## src/drfs_pkg.sv

```systemverilog
// Shared constants and types for the memory rail fault supervisor
package drfs_pkg;
  // ---------------------------------------------------------------
  // Timing
  // ---------------------------------------------------------------
  localparam int DRFS_CLK_NS = 4;
  localparam int DRFS_TICK_NS = 2500;
  localparam int DRFS_TICK_DIV = DRFS_TICK_NS / DRFS_CLK_NS;
  localparam int DRFS_BLANK_NS = 150;
  localparam int DRFS_BLANK_CYC = (DRFS_BLANK_NS + DRFS_CLK_NS - 1) / DRFS_CLK_NS;
  localparam int DRFS_QUAL_TICKS = 4;
  localparam int DRFS_SS_TICKS = 128;
  // ---------------------------------------------------------------
  // Register map
  // ---------------------------------------------------------------
  localparam logic [3:0] DRFS_OFS_CTRL = 4'h0;
  localparam logic [3:0] DRFS_OFS_STATUS = 4'h4;
  localparam int DRFS_CTRL_FORCE_OFF = 0;
  localparam logic DRFS_CTRL_RST = 1'b0;
  localparam int DRFS_ST_STATE = 0;
  localparam int DRFS_ST_SGOOD = 2;
  localparam int DRFS_ST_OC = 3;
  localparam int DRFS_ST_OV = 4;
  localparam int DRFS_ST_UV = 5;
  localparam int DRFS_ST_HOT = 6;
  localparam int DRFS_ST_INREG = 7;
  localparam int DRFS_ST_TERM = 8;
  localparam int DRFS_ST_SSHI = 9;
  localparam int DRFS_ST_PSAVE = 10;
  localparam int DRFS_ST_PGPIN = 11;
  // ---------------------------------------------------------------
  // Synchronised input vector positions
  // ---------------------------------------------------------------
  localparam int IX_SUP_RISE = 0;
  localparam int IX_SUP_FALL = 1;
  localparam int IX_VIN = 2;
  localparam int IX_EN = 3;
  localparam int IX_TERM = 4;
  localparam int IX_FORCED_PWM_SELECT = 5;
  localparam int IX_OC_TRIP = 6;
  localparam int IX_PWM = 7;
  localparam int IX_A130 = 8;
  localparam int IX_A106 = 9;
  localparam int IX_ANOM = 10;
  localparam int IX_A112 = 11;
  localparam int IX_B88 = 12;
  localparam int IX_B94 = 13;
  localparam int IX_B65 = 14;
  localparam int IX_T150 = 15;
  localparam int IX_T125 = 16;
  localparam int DRFS_IN_W = 17;

  typedef enum logic [1:0] {
    DRFS_OFF = 2'b00,
    DRFS_FULL_ON = 2'b01,
    DRFS_STANDBY = 2'b10,
    DRFS_LATCHED = 2'b11
  } drfs_state_t;
endpackage

```

## src/drfs_supervisor.sv

```systemverilog
// Fault supervision and output sequencing for the memory supply controller
//
// Chosen here: the Avalon-MM slave port and the placing of the registers.
`timescale 1ns/100ps
`default_nettype none

// Overview of operation
// - Sample overcurrent only with high-side gate on, after 150 ns blanking.
// - Four internal cycles of overcurrent trip set fault and latch outputs off.
// - Overcurrent latch clears only when supply or main enable cycles.
// - Termination regulator on in full-on only with enable and rail regulated.
// - Each termination off-to-on transition starts a soft-start.
// - Soft-start uses low current limit, high limit after 128 internal cycles.
// - Termination output stays high impedance in standby.
// - Half reference on while main enable high in full-on or standby, off in off and latched states.
// - Supply-good flag follows supply comparator with rising/falling hysteresis.
// - Supply failure in full-on with both enables high goes to off.
// - Over-temperature shuts down; resume only below lower threshold.
// - Window output driven low outside 12 percent window and in off or latched state, released inside in full-on or standby.
// - Between 106 and 130 percent: high-side off, low-side on until nominal.
// - Four internal cycles above 130 percent latch overvoltage fault, gates off.
// - Overvoltage latch clears on main enable, supply or input supply toggle.
// - Power-saving below 94 percent goes to max frequency until nominal.
// - Four internal cycles below 65 percent latch undervoltage fault, gates off.
// - Undervoltage latch clears on main enable, supply or input supply cycle.
// - State from inputs: off, full-on if termination enable, else standby.
// - Standby uses power-saving when forced-PWM select high, else forced PWM.
// - In-regulation flag raised when rail regulates in normal operation.
module drfs_supervisor import drfs_pkg::*; #(
  parameter int TICK_DIV = DRFS_TICK_DIV,
  parameter int SS_TICKS = DRFS_SS_TICKS
) (
  input wire logic i_clk_sys,
  input wire logic i_rst_n,
  input wire logic [3:0] i_avs_address,
  input wire logic i_avs_read,
  input wire logic i_avs_write,
  input wire logic [31:0] i_avs_writedata,
  input wire logic [3:0] i_avs_byteenable,
  output logic [31:0] o_avs_readdata,
  output logic o_avs_waitrequest,
  input wire logic i_analog_supply_above_rise,
  input wire logic i_analog_supply_above_fall,
  input wire logic i_overcurrent_sense_input,
  input wire logic i_main_rail_enable,
  input wire logic i_termination_enable,
  input wire logic i_forced_pwm_select,
  input wire logic i_switch_node_sense_trip,
  input wire logic i_pwm_demand,
  input wire logic i_rail_above_130,
  input wire logic i_rail_above_106,
  input wire logic i_rail_above_nominal,
  input wire logic i_rail_above_112,
  input wire logic i_rail_below_88,
  input wire logic i_rail_below_94,
  input wire logic i_rail_below_65,
  input wire logic i_temp_above_upper,
  input wire logic i_temp_above_lower,
  input wire logic i_output_in_window_in,
  output logic o_output_in_window_out,
  output logic o_output_in_window_oe,
  output logic o_high_side_gate,
  output logic o_low_side_gate,
  output logic o_memory_supply_rail_en,
  output logic o_buffered_half_reference_en,
  output logic o_termination_rail_en,
  output logic o_termination_limit_high,
  output logic o_power_saving,
  output logic o_supply_good_flag,
  output logic o_main_rail_in_regulation,
  output logic [1:0] o_state
);
  // ---------------------------------------------------------------
  // Sizes and checks
  // ---------------------------------------------------------------
  localparam int DIV_W = $clog2(TICK_DIV);
  localparam int BLK_W = $clog2(DRFS_BLANK_CYC + 1);
  localparam int SS_W = $clog2(SS_TICKS + 1);
  localparam logic [2:0] QUAL_LAST = 3'(DRFS_QUAL_TICKS - 1);

  generate
    if (TICK_DIV < 2 || SS_TICKS < 2) begin : g_bad_param
      $error("TICK_DIV and SS_TICKS must be at least 2");
    end
  endgenerate

  typedef struct packed {
    logic [DRFS_IN_W-1:0] sy1;
    logic [DRFS_IN_W-1:0] sy2;
    logic [DIV_W-1:0] div;
    logic tick;
    logic [BLK_W-1:0] blank;
    logic oc_seen;
    logic [2:0] oc_cnt;
    logic [2:0] ov_cnt;
    logic [2:0] uv_cnt;
    logic oc_flt;
    logic ov_flt;
    logic uv_flt;
    logic hot;
    logic sgood;
    logic discharge;
    logic boost;
    logic term_en;
    logic ss_high;
    logic [SS_W-1:0] ss_cnt;
    drfs_state_t state;
    logic hs;
    logic ls;
    logic pg_oe;
    logic ref_en;
    logic rail_en;
    logic psave;
    logic in_reg;
    logic force_off;
    logic wait_r;
    logic [31:0] rdata;
  } drfs_sv_t;

  drfs_sv_t st;
  drfs_sv_t nx;
  logic rst_s1;
  logic rst_s2;

  // ---------------------------------------------------------------
  // Reset release
  // ---------------------------------------------------------------
  always_ff @(posedge i_clk_sys or negedge i_rst_n) begin
    if (!i_rst_n) begin
      rst_s1 <= 1'b0;
      rst_s2 <= 1'b0;
    end else begin
      rst_s1 <= 1'b1;
      rst_s2 <= rst_s1;
    end
  end

  // ---------------------------------------------------------------
  // Next state
  // ---------------------------------------------------------------
  logic [DRFS_IN_W-1:0] s;
  logic allow;
  logic run_ok;
  logic oc_win;
  logic clr_oc;
  logic clr_vv;
  logic req;

  always_comb begin
    nx = st;
    s = st.sy2;
    nx.sy1 = {i_temp_above_lower, i_temp_above_upper, i_rail_below_65,
              i_rail_below_94, i_rail_below_88, i_rail_above_112,
              i_rail_above_nominal, i_rail_above_106, i_rail_above_130,
              i_pwm_demand, i_switch_node_sense_trip, i_forced_pwm_select,
              i_termination_enable, i_main_rail_enable,
              i_overcurrent_sense_input, i_analog_supply_above_fall,
              i_analog_supply_above_rise};
    nx.sy2 = st.sy1;
    // Internal oscillator enable
    nx.tick = (st.div == DIV_W'(TICK_DIV - 1));
    nx.div = nx.tick ? '0 : st.div + 1'b1;
    // Supply good and thermal hysteresis
    if (s[IX_SUP_RISE]) begin
      nx.sgood = 1'b1;
    end else if (!s[IX_SUP_FALL]) begin
      nx.sgood = 1'b0;
    end
    if (s[IX_T150]) begin
      nx.hot = 1'b1;
    end else if (!s[IX_T125]) begin
      nx.hot = 1'b0;
    end
    run_ok = (st.state == DRFS_FULL_ON || st.state == DRFS_STANDBY) &&
             !st.oc_flt && !st.ov_flt && !st.uv_flt;
    allow = st.sgood && s[IX_VIN] && s[IX_EN] && !st.hot && !st.force_off;
    // State selection
    if (!allow) begin
      nx.state = DRFS_OFF;
    end else if (st.oc_flt || st.ov_flt || st.uv_flt) begin
      nx.state = DRFS_LATCHED;
    end else begin
      nx.state = s[IX_TERM] ? DRFS_FULL_ON : DRFS_STANDBY;
    end
    // Overcurrent blanking and qualification
    nx.blank = st.hs ? ((st.blank == BLK_W'(DRFS_BLANK_CYC)) ? st.blank
                                                            : st.blank + 1'b1) : '0;
    oc_win = run_ok && st.hs && (st.blank == BLK_W'(DRFS_BLANK_CYC));
    if (st.tick) begin
      nx.oc_seen = oc_win && s[IX_OC_TRIP];
    end else if (oc_win && s[IX_OC_TRIP]) begin
      nx.oc_seen = 1'b1;
    end
    if (!run_ok) begin
      nx.oc_cnt = '0;
      nx.ov_cnt = '0;
      nx.uv_cnt = '0;
    end else if (st.tick) begin
      nx.oc_cnt = (st.oc_seen || (oc_win && s[IX_OC_TRIP])) ? st.oc_cnt + 1'b1 : '0;
      nx.ov_cnt = s[IX_A130] ? st.ov_cnt + 1'b1 : '0;
      nx.uv_cnt = s[IX_B65] ? st.uv_cnt + 1'b1 : '0;
    end
    // Fault latches, set wins over clear
    clr_oc = !st.sgood || !s[IX_EN];
    clr_vv = clr_oc || !s[IX_VIN];
    if (clr_oc) begin
      nx.oc_flt = 1'b0;
    end
    if (clr_vv) begin
      nx.ov_flt = 1'b0;
      nx.uv_flt = 1'b0;
    end
    if (run_ok && st.tick) begin
      if (st.oc_cnt == QUAL_LAST && (st.oc_seen || (oc_win && s[IX_OC_TRIP]))) begin
        nx.oc_flt = 1'b1;
      end
      if (st.ov_cnt == QUAL_LAST && s[IX_A130]) begin
        nx.ov_flt = 1'b1;
      end
      if (st.uv_cnt == QUAL_LAST && s[IX_B65]) begin
        nx.uv_flt = 1'b1;
      end
    end
    // Overvoltage discharge and undervoltage frequency boost
    if (run_ok && s[IX_A106]) begin
      nx.discharge = 1'b1;
    end else if (!run_ok || !s[IX_ANOM]) begin
      nx.discharge = 1'b0;
    end
    if (st.psave && s[IX_B94]) begin
      nx.boost = 1'b1;
    end else if (s[IX_ANOM] || st.state != DRFS_STANDBY || !s[IX_FORCED_PWM_SELECT]) begin
      nx.boost = 1'b0;
    end
    nx.psave = run_ok && st.state == DRFS_STANDBY && s[IX_FORCED_PWM_SELECT] && !st.boost;
    // Gate drive
    if (!run_ok) begin
      nx.hs = 1'b0;
      nx.ls = 1'b0;
    end else if (st.discharge) begin
      nx.hs = 1'b0;
      nx.ls = 1'b1;
    end else begin
      nx.hs = s[IX_PWM];
      nx.ls = !s[IX_PWM];
    end
    nx.rail_en = run_ok;
    nx.ref_en = run_ok && s[IX_EN];
    nx.in_reg = run_ok && !s[IX_B94] && !s[IX_A106];
    nx.pg_oe = !(run_ok && !s[IX_A112] && !s[IX_B88]);
    // Termination regulator and soft-start
    nx.term_en = run_ok && st.state == DRFS_FULL_ON && s[IX_TERM] && st.in_reg;
    if (!st.term_en && nx.term_en) begin
      nx.ss_cnt = '0;
      nx.ss_high = 1'b0;
    end else if (!st.term_en) begin
      nx.ss_high = 1'b0;
    end else if (!st.ss_high && st.tick) begin
      nx.ss_cnt = st.ss_cnt + 1'b1;
      nx.ss_high = (st.ss_cnt == SS_W'(SS_TICKS - 1));
    end
    // Register slave
    req = i_avs_read || i_avs_write;
    nx.wait_r = !(req && st.wait_r);
    if (req && st.wait_r) begin
      nx.rdata = '0;
      if (i_avs_read && i_avs_address == DRFS_OFS_CTRL) begin
        nx.rdata[DRFS_CTRL_FORCE_OFF] = st.force_off;
      end else if (i_avs_read && i_avs_address == DRFS_OFS_STATUS) begin
        nx.rdata[DRFS_ST_STATE +: 2] = st.state;
        nx.rdata[DRFS_ST_SGOOD] = st.sgood;
        nx.rdata[DRFS_ST_OC] = st.oc_flt;
        nx.rdata[DRFS_ST_OV] = st.ov_flt;
        nx.rdata[DRFS_ST_UV] = st.uv_flt;
        nx.rdata[DRFS_ST_HOT] = st.hot;
        nx.rdata[DRFS_ST_INREG] = st.in_reg;
        nx.rdata[DRFS_ST_TERM] = st.term_en;
        nx.rdata[DRFS_ST_SSHI] = st.ss_high;
        nx.rdata[DRFS_ST_PSAVE] = st.psave;
        nx.rdata[DRFS_ST_PGPIN] = i_output_in_window_in;
      end
    end
    if (i_avs_write && !st.wait_r && i_avs_address == DRFS_OFS_CTRL &&
        i_avs_byteenable[0]) begin
      nx.force_off = i_avs_writedata[DRFS_CTRL_FORCE_OFF];
    end
  end

  // ---------------------------------------------------------------
  // State register
  // ---------------------------------------------------------------
  always_ff @(posedge i_clk_sys or negedge rst_s2) begin
    if (!rst_s2) begin
      st <= '0;
      st.state <= DRFS_OFF;
      st.pg_oe <= 1'b1;
      st.force_off <= DRFS_CTRL_RST;
      st.wait_r <= 1'b1;
    end else begin
      st <= nx;
    end
  end

  assign o_avs_readdata = st.rdata;
  assign o_avs_waitrequest = st.wait_r;
  assign o_output_in_window_out = 1'b0;
  assign o_output_in_window_oe = st.pg_oe;
  assign o_high_side_gate = st.hs;
  assign o_low_side_gate = st.ls;
  assign o_memory_supply_rail_en = st.rail_en;
  assign o_buffered_half_reference_en = st.ref_en;
  assign o_termination_rail_en = st.term_en;
  assign o_termination_limit_high = st.ss_high;
  assign o_power_saving = st.psave;
  assign o_supply_good_flag = st.sgood;
  assign o_main_rail_in_regulation = st.in_reg;
  assign o_state = st.state;
endmodule

`default_nettype wire

```

## config.mk

```make
export PLATFORM = sky130hd
export DESIGN_NAME = drfs_supervisor
export DESIGN_NICKNAME = d
export VERILOG_FILES = /design/src/drfs_pkg.sv /design/src/drfs_supervisor.sv
export SDC_FILE = /design/constraint.sdc
export NUM_CORES = 1
export LEC_CHECK = 0
export ABC_AREA = 1
export BUFFER_PORTS_ARGS = -buffer_cell sky130_fd_sc_hd__buf_2
export CAP_MARGIN = 40
export CORE_ASPECT_RATIO = 0.75
export CORE_MARGIN = 4
export CORE_UTILIZATION = 30
export CTS_CLUSTER_DIAMETER = 120
export DETAILED_ROUTE_END_ITERATION = 6
export GPL_TIMING_DRIVEN = 1
export RECOVER_POWER = 25
export SYNTH_ARGS = -nofsm -noshare
export SYNTH_HDL_FRONTEND = slang
export SYNTH_SLANG_ARGS = --single-unit
```

## constraint.sdc

```tcl
create_clock -name i_clk_sys -period 4.46 [get_ports i_clk_sys]
set_clock_uncertainty 0.1 [all_clocks]
set_input_delay 0.223 -clock i_clk_sys [delete_from_list [all_inputs] [get_ports i_clk_sys]]
set_output_delay 0.223 -clock i_clk_sys [all_outputs]
set_load 0.02 [all_outputs]
```

==> flow_summary.toml, run 1 <==
[outcome]
status = "completed"

[critical_path]
crit_slowest_cell = "nor2_1"
r2r_cells = 5
critPathLaunch = "o_avs_waitrequest"
criticalPathCategory = "reg2reg"
crit_family = "simple AND/OR/NAND/NOR gates"
crit_top_cell = "inv_1"
path_max_fanout = 13
crit_path_end_kind = "register"
slowest_delay_ps = 680
worstPathRequired_ps = 4580
crit_arrival_ps = 2250
cp.depth = 5
critical_path.cell_chain = "inv_1 -> nor2_1 -> inv_1 -> nand2_1 -> o21ai_0"
r2r-start = "o_avs_waitrequest"
worst-path-buf-inv = 2
cp-start-kind = "register"

[drt]
wl_um = 7870
wl_met2_um = 3290
vias = 2776
drt_iter0_drc = 195
drt-met1-wl_um = 3940
ant_nets = 0
via_per_inst = 4.17
drt_pass1_iterations = 4
routedWlPerCell_um = 11.8
routed.top_layer = "met4"
drc_errors = 0
dr_wl_met3_um = 584

[floorplanning]
rows = 37
dieArea_mm2 = 0.0162
die_x_um = 146
initial_core_util_pct = 30.8
io_pins = 108
dieHeight_um = 111
fp.coreArea_mm2 = 0.0138

[yosys]
synth_simple_gate_area_share_pct = 17.8
synth_cells = 421
synth_top_family_by_area = "simple AND/OR/NAND/NOR gates"
synth-compound-area-share_pct = 3.73
yosys_warnings = 0
synth_fa_ha_area_share_pct = 3.82
syn_area_mm2 = 0.00426
synth_mux_area_share_pct = 0
synth.distinct_cells = 33
syn_area_per_cell_um2 = 10.1
yosysSeqAreaShare_pct = 60.6
synth-xor-area-share_pct = 2.06
synth-seq-cells = 103

[placement]
dp.cells = 631
place_congestion = 0.759
placed_area_mm2 = 0.00456
port_buffers = 52
place_hpwl_um = 5550

[clocking]
insertion_delay_ps = 350
clock_path_buffers = 2
clk_transition_reported_paths_ps = 70
cts_buffers = 9
postCtsSetupRepairBufs = 0
cts-htree-levels = 3
clock_sinks = 103
cts_hold_buf = 18
clk_root_buffer_cell = "clkbuf_16"
cts_resized = 0
cts_tree = "yes"

[hold_path]
min_from = "i_output_in_window_in"
min_path_cells = 3
min_path_type = "in2reg"

[global_routing]
grt_max_degree = 48
first_global_vias = 2749
grt_pass1_wl_um = 13500
antenna_found_initial = 0
grt_usage_pct = 10.3
overflow = 0

[timing]
max_freq_ghz = 0.469
tns_ps = 0
tightest_slew_ps = 1020
whs_ps = 11.8
hold_viol_final = 0
slew_viol_final = 0
rsz0062_at_grt = "false"
relSlewSlack_pct = 31.9
fin_crit_sh_pct = 47.8
setup_viol = 0
fin_crit_ps = 2130

[layout]
syn2layout_area_growth_pct = 18.2
final_area_mm2 = 0.00503
layout.cells.non_filler = 665
drive_gt1_share_pct = 18.2
n_antenna_cell = 0
n_fill_cell = 1307
nets = 560
fin_util_pct = 36.5

[power_and_ir_drop]
power.density_mw_per_mm2 = 359
vdd_drop_max_mv = 0.226
cellLeakagePower_uw = 0.00258

[job]
maxCapViolations = 0
==> cell usage in the layout, fill, tap and decap left out, types with 3 or more instances in the layout <==
cell / instances
xor2_1: 6
inv_2: 4
clkbuf_16: 9
xnor2_1: 4
a21oi_1: 3
o21ai_1: 4
o21ai_0: 11
buf_2: 51
nor2_2: 3
dfrtp_1: 101
dlygate4sd3_1: 18
nor3_2: 3
ha_1: 13
nand2_1: 80
nor2_1: 37
conb_1: 22
nand3_1: 31
nor3_1: 7
inv_1: 53
==> state kept, by name, indices dropped and copies added (netlist names) <==
signal	count
o_avs_readdata	12
o_high_side_gate	1
o_low_side_gate	1
o_termination_limit_high	1
o_avs_waitrequest	1
o_supply_good_flag	1
rst_s2	1
o_buffered_half_reference_en	1
rst_s1	1
st	42
o_state	2
s	17
o_power_saving	1
o_memory_supply_rail_en	1
o_termination_rail_en	1
o_output_in_window_oe	1
nx	17
o_main_rail_in_regulation	1
==> power breakdown <==
part           switching, uW  internal, uW
combinational           56.4          28.9
clock                    349           401
sequential              14.9           956
total                    421          1390
==> final cells by class <==
cell class	count	area, um2	share of cell area (%)
sequential	103	2580	51.3
multi-input combinational	242	1250	24.9
timing repair buffer	72	474	9.43
clock buffer	10	239	4.75
tap	175	219	4.35
inverter	57	214	4.25
clock inverter	6	52.6	1.05
==> cell usage after synthesis <==
cell | number | area (um2)
dfrtp_1 | 101 | 2530
nand2_1 | 80 | 300
inv_1 | 53 | 199
nor2_1 | 37 | 139
buf_4 | 35 | 263
nand3_1 | 31 | 155
ha_1 | 13 | 163
o21ai_0 | 11 | 55.1
nor3_1 | 7 | 35.0
xor2_1 | 6 | 52.6
inv_2 | 4 | 15.0
o21ai_1 | 4 | 20.0
xnor2_1 | 4 | 35.0
a21oi_1 | 3 | 15.0
nor2_2 | 3 | 18.8
nor3_2 | 3 | 30.0
a21o_1 | 2 | 15.0
clkbuf_1 | 2 | 7.51
conb_1 | 2 | 7.51
dfstp_2 | 2 | 52.6
nand3_2 | 2 | 20.0
nand4_1 | 2 | 12.5
nor2_4 | 2 | 22.5
o22ai_2 | 2 | 25.0
o31ai_1 | 2 | 15.0
and3_1 | 1 | 6.26
buf_2 | 1 | 5.00
buf_6 | 1 | 11.3
nand2_2 | 1 | 6.26
nor4_1 | 1 | 6.26
o21bai_1 | 1 | 7.51
o22ai_1 | 1 | 6.26
or2_2 | 1 | 6.26
==> cell families after synthesis <==
kind of cell,Yosys count
xor+xnor,10
flops,103
fa+ha+maj,13
simple gates,171
buf+inv,96
compound gates,26
other cells,2
==> metrics by stage <==
stage | setup slack, ps | total power, uW
finish | 2330 | 1810
global route | 2100 | 1890
CTS | 2330 | 1830
detailed placement | 2340 | 1060
global placement | 2390 | 1060
floorplan | 1280 | 1050
==> worst register-to-register path, delay by kind of cell, from the launching register on <==
family          cells  cell delay [ps]
compound gates      1               90
flops               1              540
buf+inv             2              470
simple gates        2              810
==> worst paths after layout <==
kind                            slack, ps            endpoint
max in group asynchronous            2660   o_avs_waitrequest
worst max-delay path                 2330   o_avs_readdata[0]
worst min-delay path                   10  o_avs_readdata[11]
worst min register to register        250                s[7]
worst max register to register       2330   o_avs_readdata[0]
min in group asynchronous              90              rst_s1
==> layer usage <==
layer / up-vias / GRT usage (%)
met5: - / 0
met1: 1306 / 14.6
met2: 82 / 14.9
met3: 6 / 4.54
li1: 1382 / -
met4: 0 / 1.71
(Power assumes the default switching activity.)
==> run 2: changes to the inputs <==
--- a/config.mk
+++ b/config.mk
@@ -5,7 +5,7 @@
 export SDC_FILE = /design/constraint.sdc
 export NUM_CORES = 1
 export LEC_CHECK = 0
-export ABC_AREA = 1
+export ABC_AREA = 0
 export BUFFER_PORTS_ARGS = -buffer_cell sky130_fd_sc_hd__buf_2
 export CAP_MARGIN = 40
 export CORE_ASPECT_RATIO = 0.75
==> constraint.sdc (replaced) <==
create_clock -name i_clk_sys -period 2.2 [get_ports i_clk_sys]
set_clock_uncertainty 0.1 [all_clocks]
set_input_delay 0.11 -clock i_clk_sys [delete_from_list [all_inputs] [get_ports i_clk_sys]]
set_output_delay 0.11 -clock i_clk_sys [all_outputs]
set_load 0.02 [all_outputs]
==> flow_summary.toml, run 2 <==
[placement]
port_buffers = 52
place_congestion = 0.762
placed_area_mm2 = 0.00447
place_hpwl_um = 5480

[critical_path]
crit_arrival_ps = 2170
cp-start-kind = "register"
crit_path_end_kind = "register"
criticalPathCategory = "reg2reg"
worstPathRequired_ps = 2360
path_max_fanout = 10

[timing]
fin_crit_ps = 2000
rsz0062_at_grt = "false"
tightest_slew_ps = 1220
fin_crit_sh_pct = 91.0
relSlewSlack_pct = 18.6
hold_viol_final = 0
slew_viol_final = 0
tns_ps = 0
setup_viol = 0
max_freq_ghz = 0.499

[floorplanning]
fp.coreArea_mm2 = 0.0132
initial_core_util_pct = 31.2
die_x_um = 144
dieArea_mm2 = 0.0158
dieHeight_um = 110
rows = 36
io_pins = 108

[power_and_ir_drop]
p_clk_share_pct = 41.5
p_int_uw = 2800
combPwrFrac_pct = 4.8
vdd_drop_max_mv = 0.460
cellLeakagePower_uw = 0.00240
power_frac_seq_pct = 53.7
power.density_mw_per_mm2 = 739
swShare_pct = 23.9
p_switching_uw = 878

[layout]
layout_commonest_cell = "dfrtp_1"
mostFrequentLayoutCells = "dfrtp_1, buf_2, dlygate4sd3_1, nor2_1, conb_1"
final_area_mm2 = 0.00498
drive_gt1_share_pct = 19.9
n_antenna_cell = 0
syn2layout_area_growth_pct = 20.5
largest-register = "st"
n_fill_cell = 1274
largest_reg_flops = 42
nets = 483

[clocking]
cts_tree = "yes"
clk_root_buffer_cell = "clkbuf_16"
insertion_delay_ps = 340
clock_sinks = 103
cts-htree-levels = 3
cts_buffers = 9
clk_transition_reported_paths_ps = 70
clock_path_buffers = 2

[yosys]
synth_top_cell_by_area = "dfrtp_1"
synth.distinct_cells = 45
synthTopCellsByArea = "dfrtp_1, buf_4, ha_1"
netlist.area_leader.share_pct = 61.1
async_reset_ff_share_pct = 100
yosys_warnings = 0
synth.most_common_cell = "dfrtp_1"
yosysSeqAreaShare_pct = 62.4
synth_cells = 335
synth_edf_count = 0
synth-seq-cells = 103
syn_area_per_cell_um2 = 12.3
syn_area_mm2 = 0.00414
ys.flop_type = "dfrtp_1"
synth.cells.most_frequent = "dfrtp_1, buf_4, nor2_1"

[global_routing]
grt_pass1_wl_um = 12700
antenna_found_initial = 0
grt_max_degree = 44
first_global_vias = 2573
overflow = 0
grt_usage_pct = 10.4

[outcome]
status = "completed"

[hold_path]
min_path_type = "in2reg"

[drt]
drt_pass1_iterations = 4
ant_nets = 0
vias = 2528
via_per_inst = 4.33
routedWlPerCell_um = 13.1
wl_um = 7660
drc_errors = 0
drt_iter0_drc = 144

[job]
maxCapViolations = 0
run 2: layer usage:
layer | GRT usage [%] | up-vias | routed length, um
met5 | 0 | - | 0
met2 | 15.1 | 75 | 3140
met4 | 4.23 | 0 | 123
met1 | 14.8 | 1208 | 3930
met3 | 2.70 | 10 | 469
li1 | - | 1235 | -
run 2: final timing paths:
path	from	end	slack [ps]	cells past startpoint
min in group asynchronous	rst_s2	nx[99]	420	0
max in group asynchronous	rst_s2	st[69]	580	1
worst max-delay path	o_state[1]	o_output_in_window_oe	200	4
worst min register to register	nx[88]	s[1]	250	0
worst min-delay path	i_avs_byteenable[0]	st[33]	20	3
worst max register to register	o_state[1]	o_output_in_window_oe	200	4
run 2: repair_timing:
item,4_1_cts,5_1_grt
hold buffers,23,0
resized for setup,0,0
hold endpoints to repair,23,0
setup buffers,0,0
run 2: logic make-up after synthesis:
logic type | share of synthesized area, %
flops | 62.4
buf+inv | 8.38
simple gates | 13.0
compound gates | 8.38
fa+ha+maj | 3.93
mux | 1.24
other cells | 0.182
xor+xnor | 2.54
run 2: power by group through the flow:
stage / logic, uW / registers (uW) / clock network (uW)
CTS: 180 / 1980 / 1580
finish: 177 / 1980 / 1530
floorplan: 96.5 / 2030 / 0
global route: 200 / 1990 / 1660
global placement: 147 / 2010 / 0
detailed placement: 149 / 2020 / 0
run 2: cell type report:
| type | instances | area [um2] | share of cell area [%] |
|---|---|---|---|
| clock buffers | 9 | 225 | 4.52 |
| well taps | 171 | 214 | 4.29 |
| multi-input cells | 198 | 1280 | 25.8 |
| flip-flops and latches | 103 | 2580 | 51.8 |
| repair buffers | 83 | 561 | 11.2 |
| clock inverters | 7 | 65.1 | 1.31 |
| inverters | 13 | 53.8 | 1.08 |
run 2: stage by stage:
stage / setup slack, ps / total power [uW] / hold WS [ps] / std cells / util (%)
5_1_grt: 133 / 3840 / 50.7 / 584 / 37.6
3_5_place_dp: 191 / 2170 / -201 / 545 / 33.7
3_3_place_gp: 218 / 2160 / -204 / 545 / 33.7
6_report: 197 / 3680 / 20.2 / 584 / 37.6
2_1_floorplan: 204 / 2120 / -286 / 355 / -
4_1_cts: 189 / 3740 / 4.66 / 584 / 37.7
run 2: critical path: stages, from the launching register on:
cell and delay [ps]:
dfrtp_1 410, ha_1 280, or4_4 600, buf_4 220
or3_1 310
==> run 3: changes to the inputs <==
--- a/config.mk
+++ b/config.mk
@@ -14,6 +14,7 @@
 export CTS_CLUSTER_DIAMETER = 120
 export DETAILED_ROUTE_END_ITERATION = 6
 export GPL_TIMING_DRIVEN = 1
+export HOLD_SLACK_MARGIN = 0.1
 export RECOVER_POWER = 25
 export SYNTH_ARGS = -nofsm -noshare
 export SYNTH_HDL_FRONTEND = slang
==> flow_summary.toml, run 3 (synthesis results as in run 2) <==
[critical_path]
crit_slowest_cell = "or4_4"
slowest_delay_ps = 600
critical_path.cell_chain = "ha_1 -> or4_4 -> buf_4 -> or3_1"
crit_arrival_ps = 2170
worst-path-buf-inv = 1
path_max_fanout = 10
criticalPathCategory = "reg2reg"
crit_family = "simple AND/OR/NAND/NOR gates"
worstPathRequired_ps = 2370
crit_path_end_kind = "register"
cp-start-kind = "register"

[drt]
wl_um = 7730
ant_nets = 0
drt_iter0_drc = 139
routedWlPerCell_um = 13.1
vias = 2553
drc_errors = 0
via_per_inst = 4.34
drt_pass1_iterations = 4

[timing]
layout_setup_ws_ps = 192
setup_viol = 0
max_freq_ghz = 0.498
relSlewSlack_pct = 18.6
tightest_slew_ps = 1220
tns_ps = 0
fin_crit_ps = 2010
fin_crit_sh_pct = 91.3
rsz0062_at_grt = "false"
whs_ps = 249
slew_viol_final = 0
hold_viol_final = 0

[outcome]
status = "completed"

[floorplanning]
rows = 36
io_pins = 108
dieHeight_um = 110
fp.coreArea_mm2 = 0.0132
dieArea_mm2 = 0.0158
initial_core_util_pct = 31.2
die_x_um = 144

[power_and_ir_drop]
vdd_drop_max_mv = 0.460
p_switching_uw = 880
p_int_uw = 2810
combPwrFrac_pct = 5.1
cellLeakagePower_uw = 0.00242
power.density_mw_per_mm2 = 735
swShare_pct = 23.9
power_frac_seq_pct = 53.6
p_clk_share_pct = 41.4

[layout]
regArea_mm2 = 0.00258
drive_gt1_share_pct = 19.7
mostFrequentLayoutCells = "dfrtp_1, buf_2, dlygate4sd3_1, nor2_1, conb_1"
n_antenna_cell = 0
layout_commonest_cell = "dfrtp_1"
final_area_mm2 = 0.00502
syn2layout_area_growth_pct = 21.4
n_fill_cell = 1273
fin_util_pct = 37.9
nets = 487
multiInputGateArea_mm2 = 0.00128
largest-register = "st"
largest_reg_flops = 42

[placement]
port_buffers = 52
place_congestion = 0.762
placed_area_mm2 = 0.00447
place_ws_ps = 191
place_hpwl_um = 5480

[clocking]
cts_buffers = 9
postCtsSetupRepairBufs = 0
clk_root_buffer_cell = "clkbuf_16"
clock_sinks = 103
cts_resized = 0
cts_tree = "yes"
clock_path_buffers = 2
clk_transition_reported_paths_ps = 70
insertion_delay_ps = 340
cts-htree-levels = 3

[global_routing]
grt_pass1_wl_um = 12800
antenna_found_initial = 0
grt_usage_pct = 10.4
overflow = 0
first_global_vias = 2598
grt_max_degree = 44

[hold_path]
min_path_type = "reg2reg"

[job]
maxCapViolations = 0
==> run 3: cell types whose count changed in the layout (fill, tap and decap cells not counted) <==
cell	delta
dlygate4sd3_1	+4
==> run 3: what timing repair did <==
item                       4_1_cts  5_1_grt
setup endpoints to repair        0        0
hold buffers                    27        0
hold endpoints to repair        23        0
==> run 3: power groups by stage <==
stage          registers (uW)  clock network [uW]  logic [uW]
2_1_floorplan            2030                   0        96.5
3_3_place_gp             2010                   0         147
3_5_place_dp             2020                   0         149
4_1_cts                  1980                1580         189
5_1_grt                  1990                1660         209
6_report                 1980                1530         186
==> run 3: per-stage QoR <==
step | std cells | total power [uW]
final | 588 | 3690
after global routing | 588 | 3850
after CTS | 588 | 3750
after detailed placement | 545 | 2170
after global placement | 545 | 2160
after floorplan | 355 | 2120
==> run 3: path summary, 6_finish.rpt <==
path	from	endpoint	slack, ps	depth (start not counted)
setup / recovery	o_state[1]	o_output_in_window_oe	190	4
hold / removal	nx[88]	s[1]	250	0
setup reg to reg	o_state[1]	o_output_in_window_oe	190	4
hold reg to reg	nx[88]	s[1]	250	0
max in group asynchronous	rst_s2	st[69]	580	1
min in group asynchronous	rst_s2	nx[99]	420	0
==> run 3: layer usage <==
| layer | GRT usage, % | vias to the layer above | share of wire, % |
|---|---|---|---|
| met5 | 0 | - | 0 |
| met4 | 4.23 | 0 | 1.6 |
| met3 | 2.70 | 10 | 5.8 |
| met2 | 15.2 | 75 | 41 |
| met1 | 14.8 | 1227 | 51 |
| li1 | - | 1241 | - |
==> run 3: final cells by class <==
cell class | count | area share (%)
Clock buffer | 9 | 4.48
Clock inverter | 7 | 1.30
Inverter | 13 | 1.07
Multi-Input combinational cell | 198 | 25.6
Sequential cell | 103 | 51.4
Tap cell | 171 | 4.26
Timing Repair Buffer | 87 | 12.0
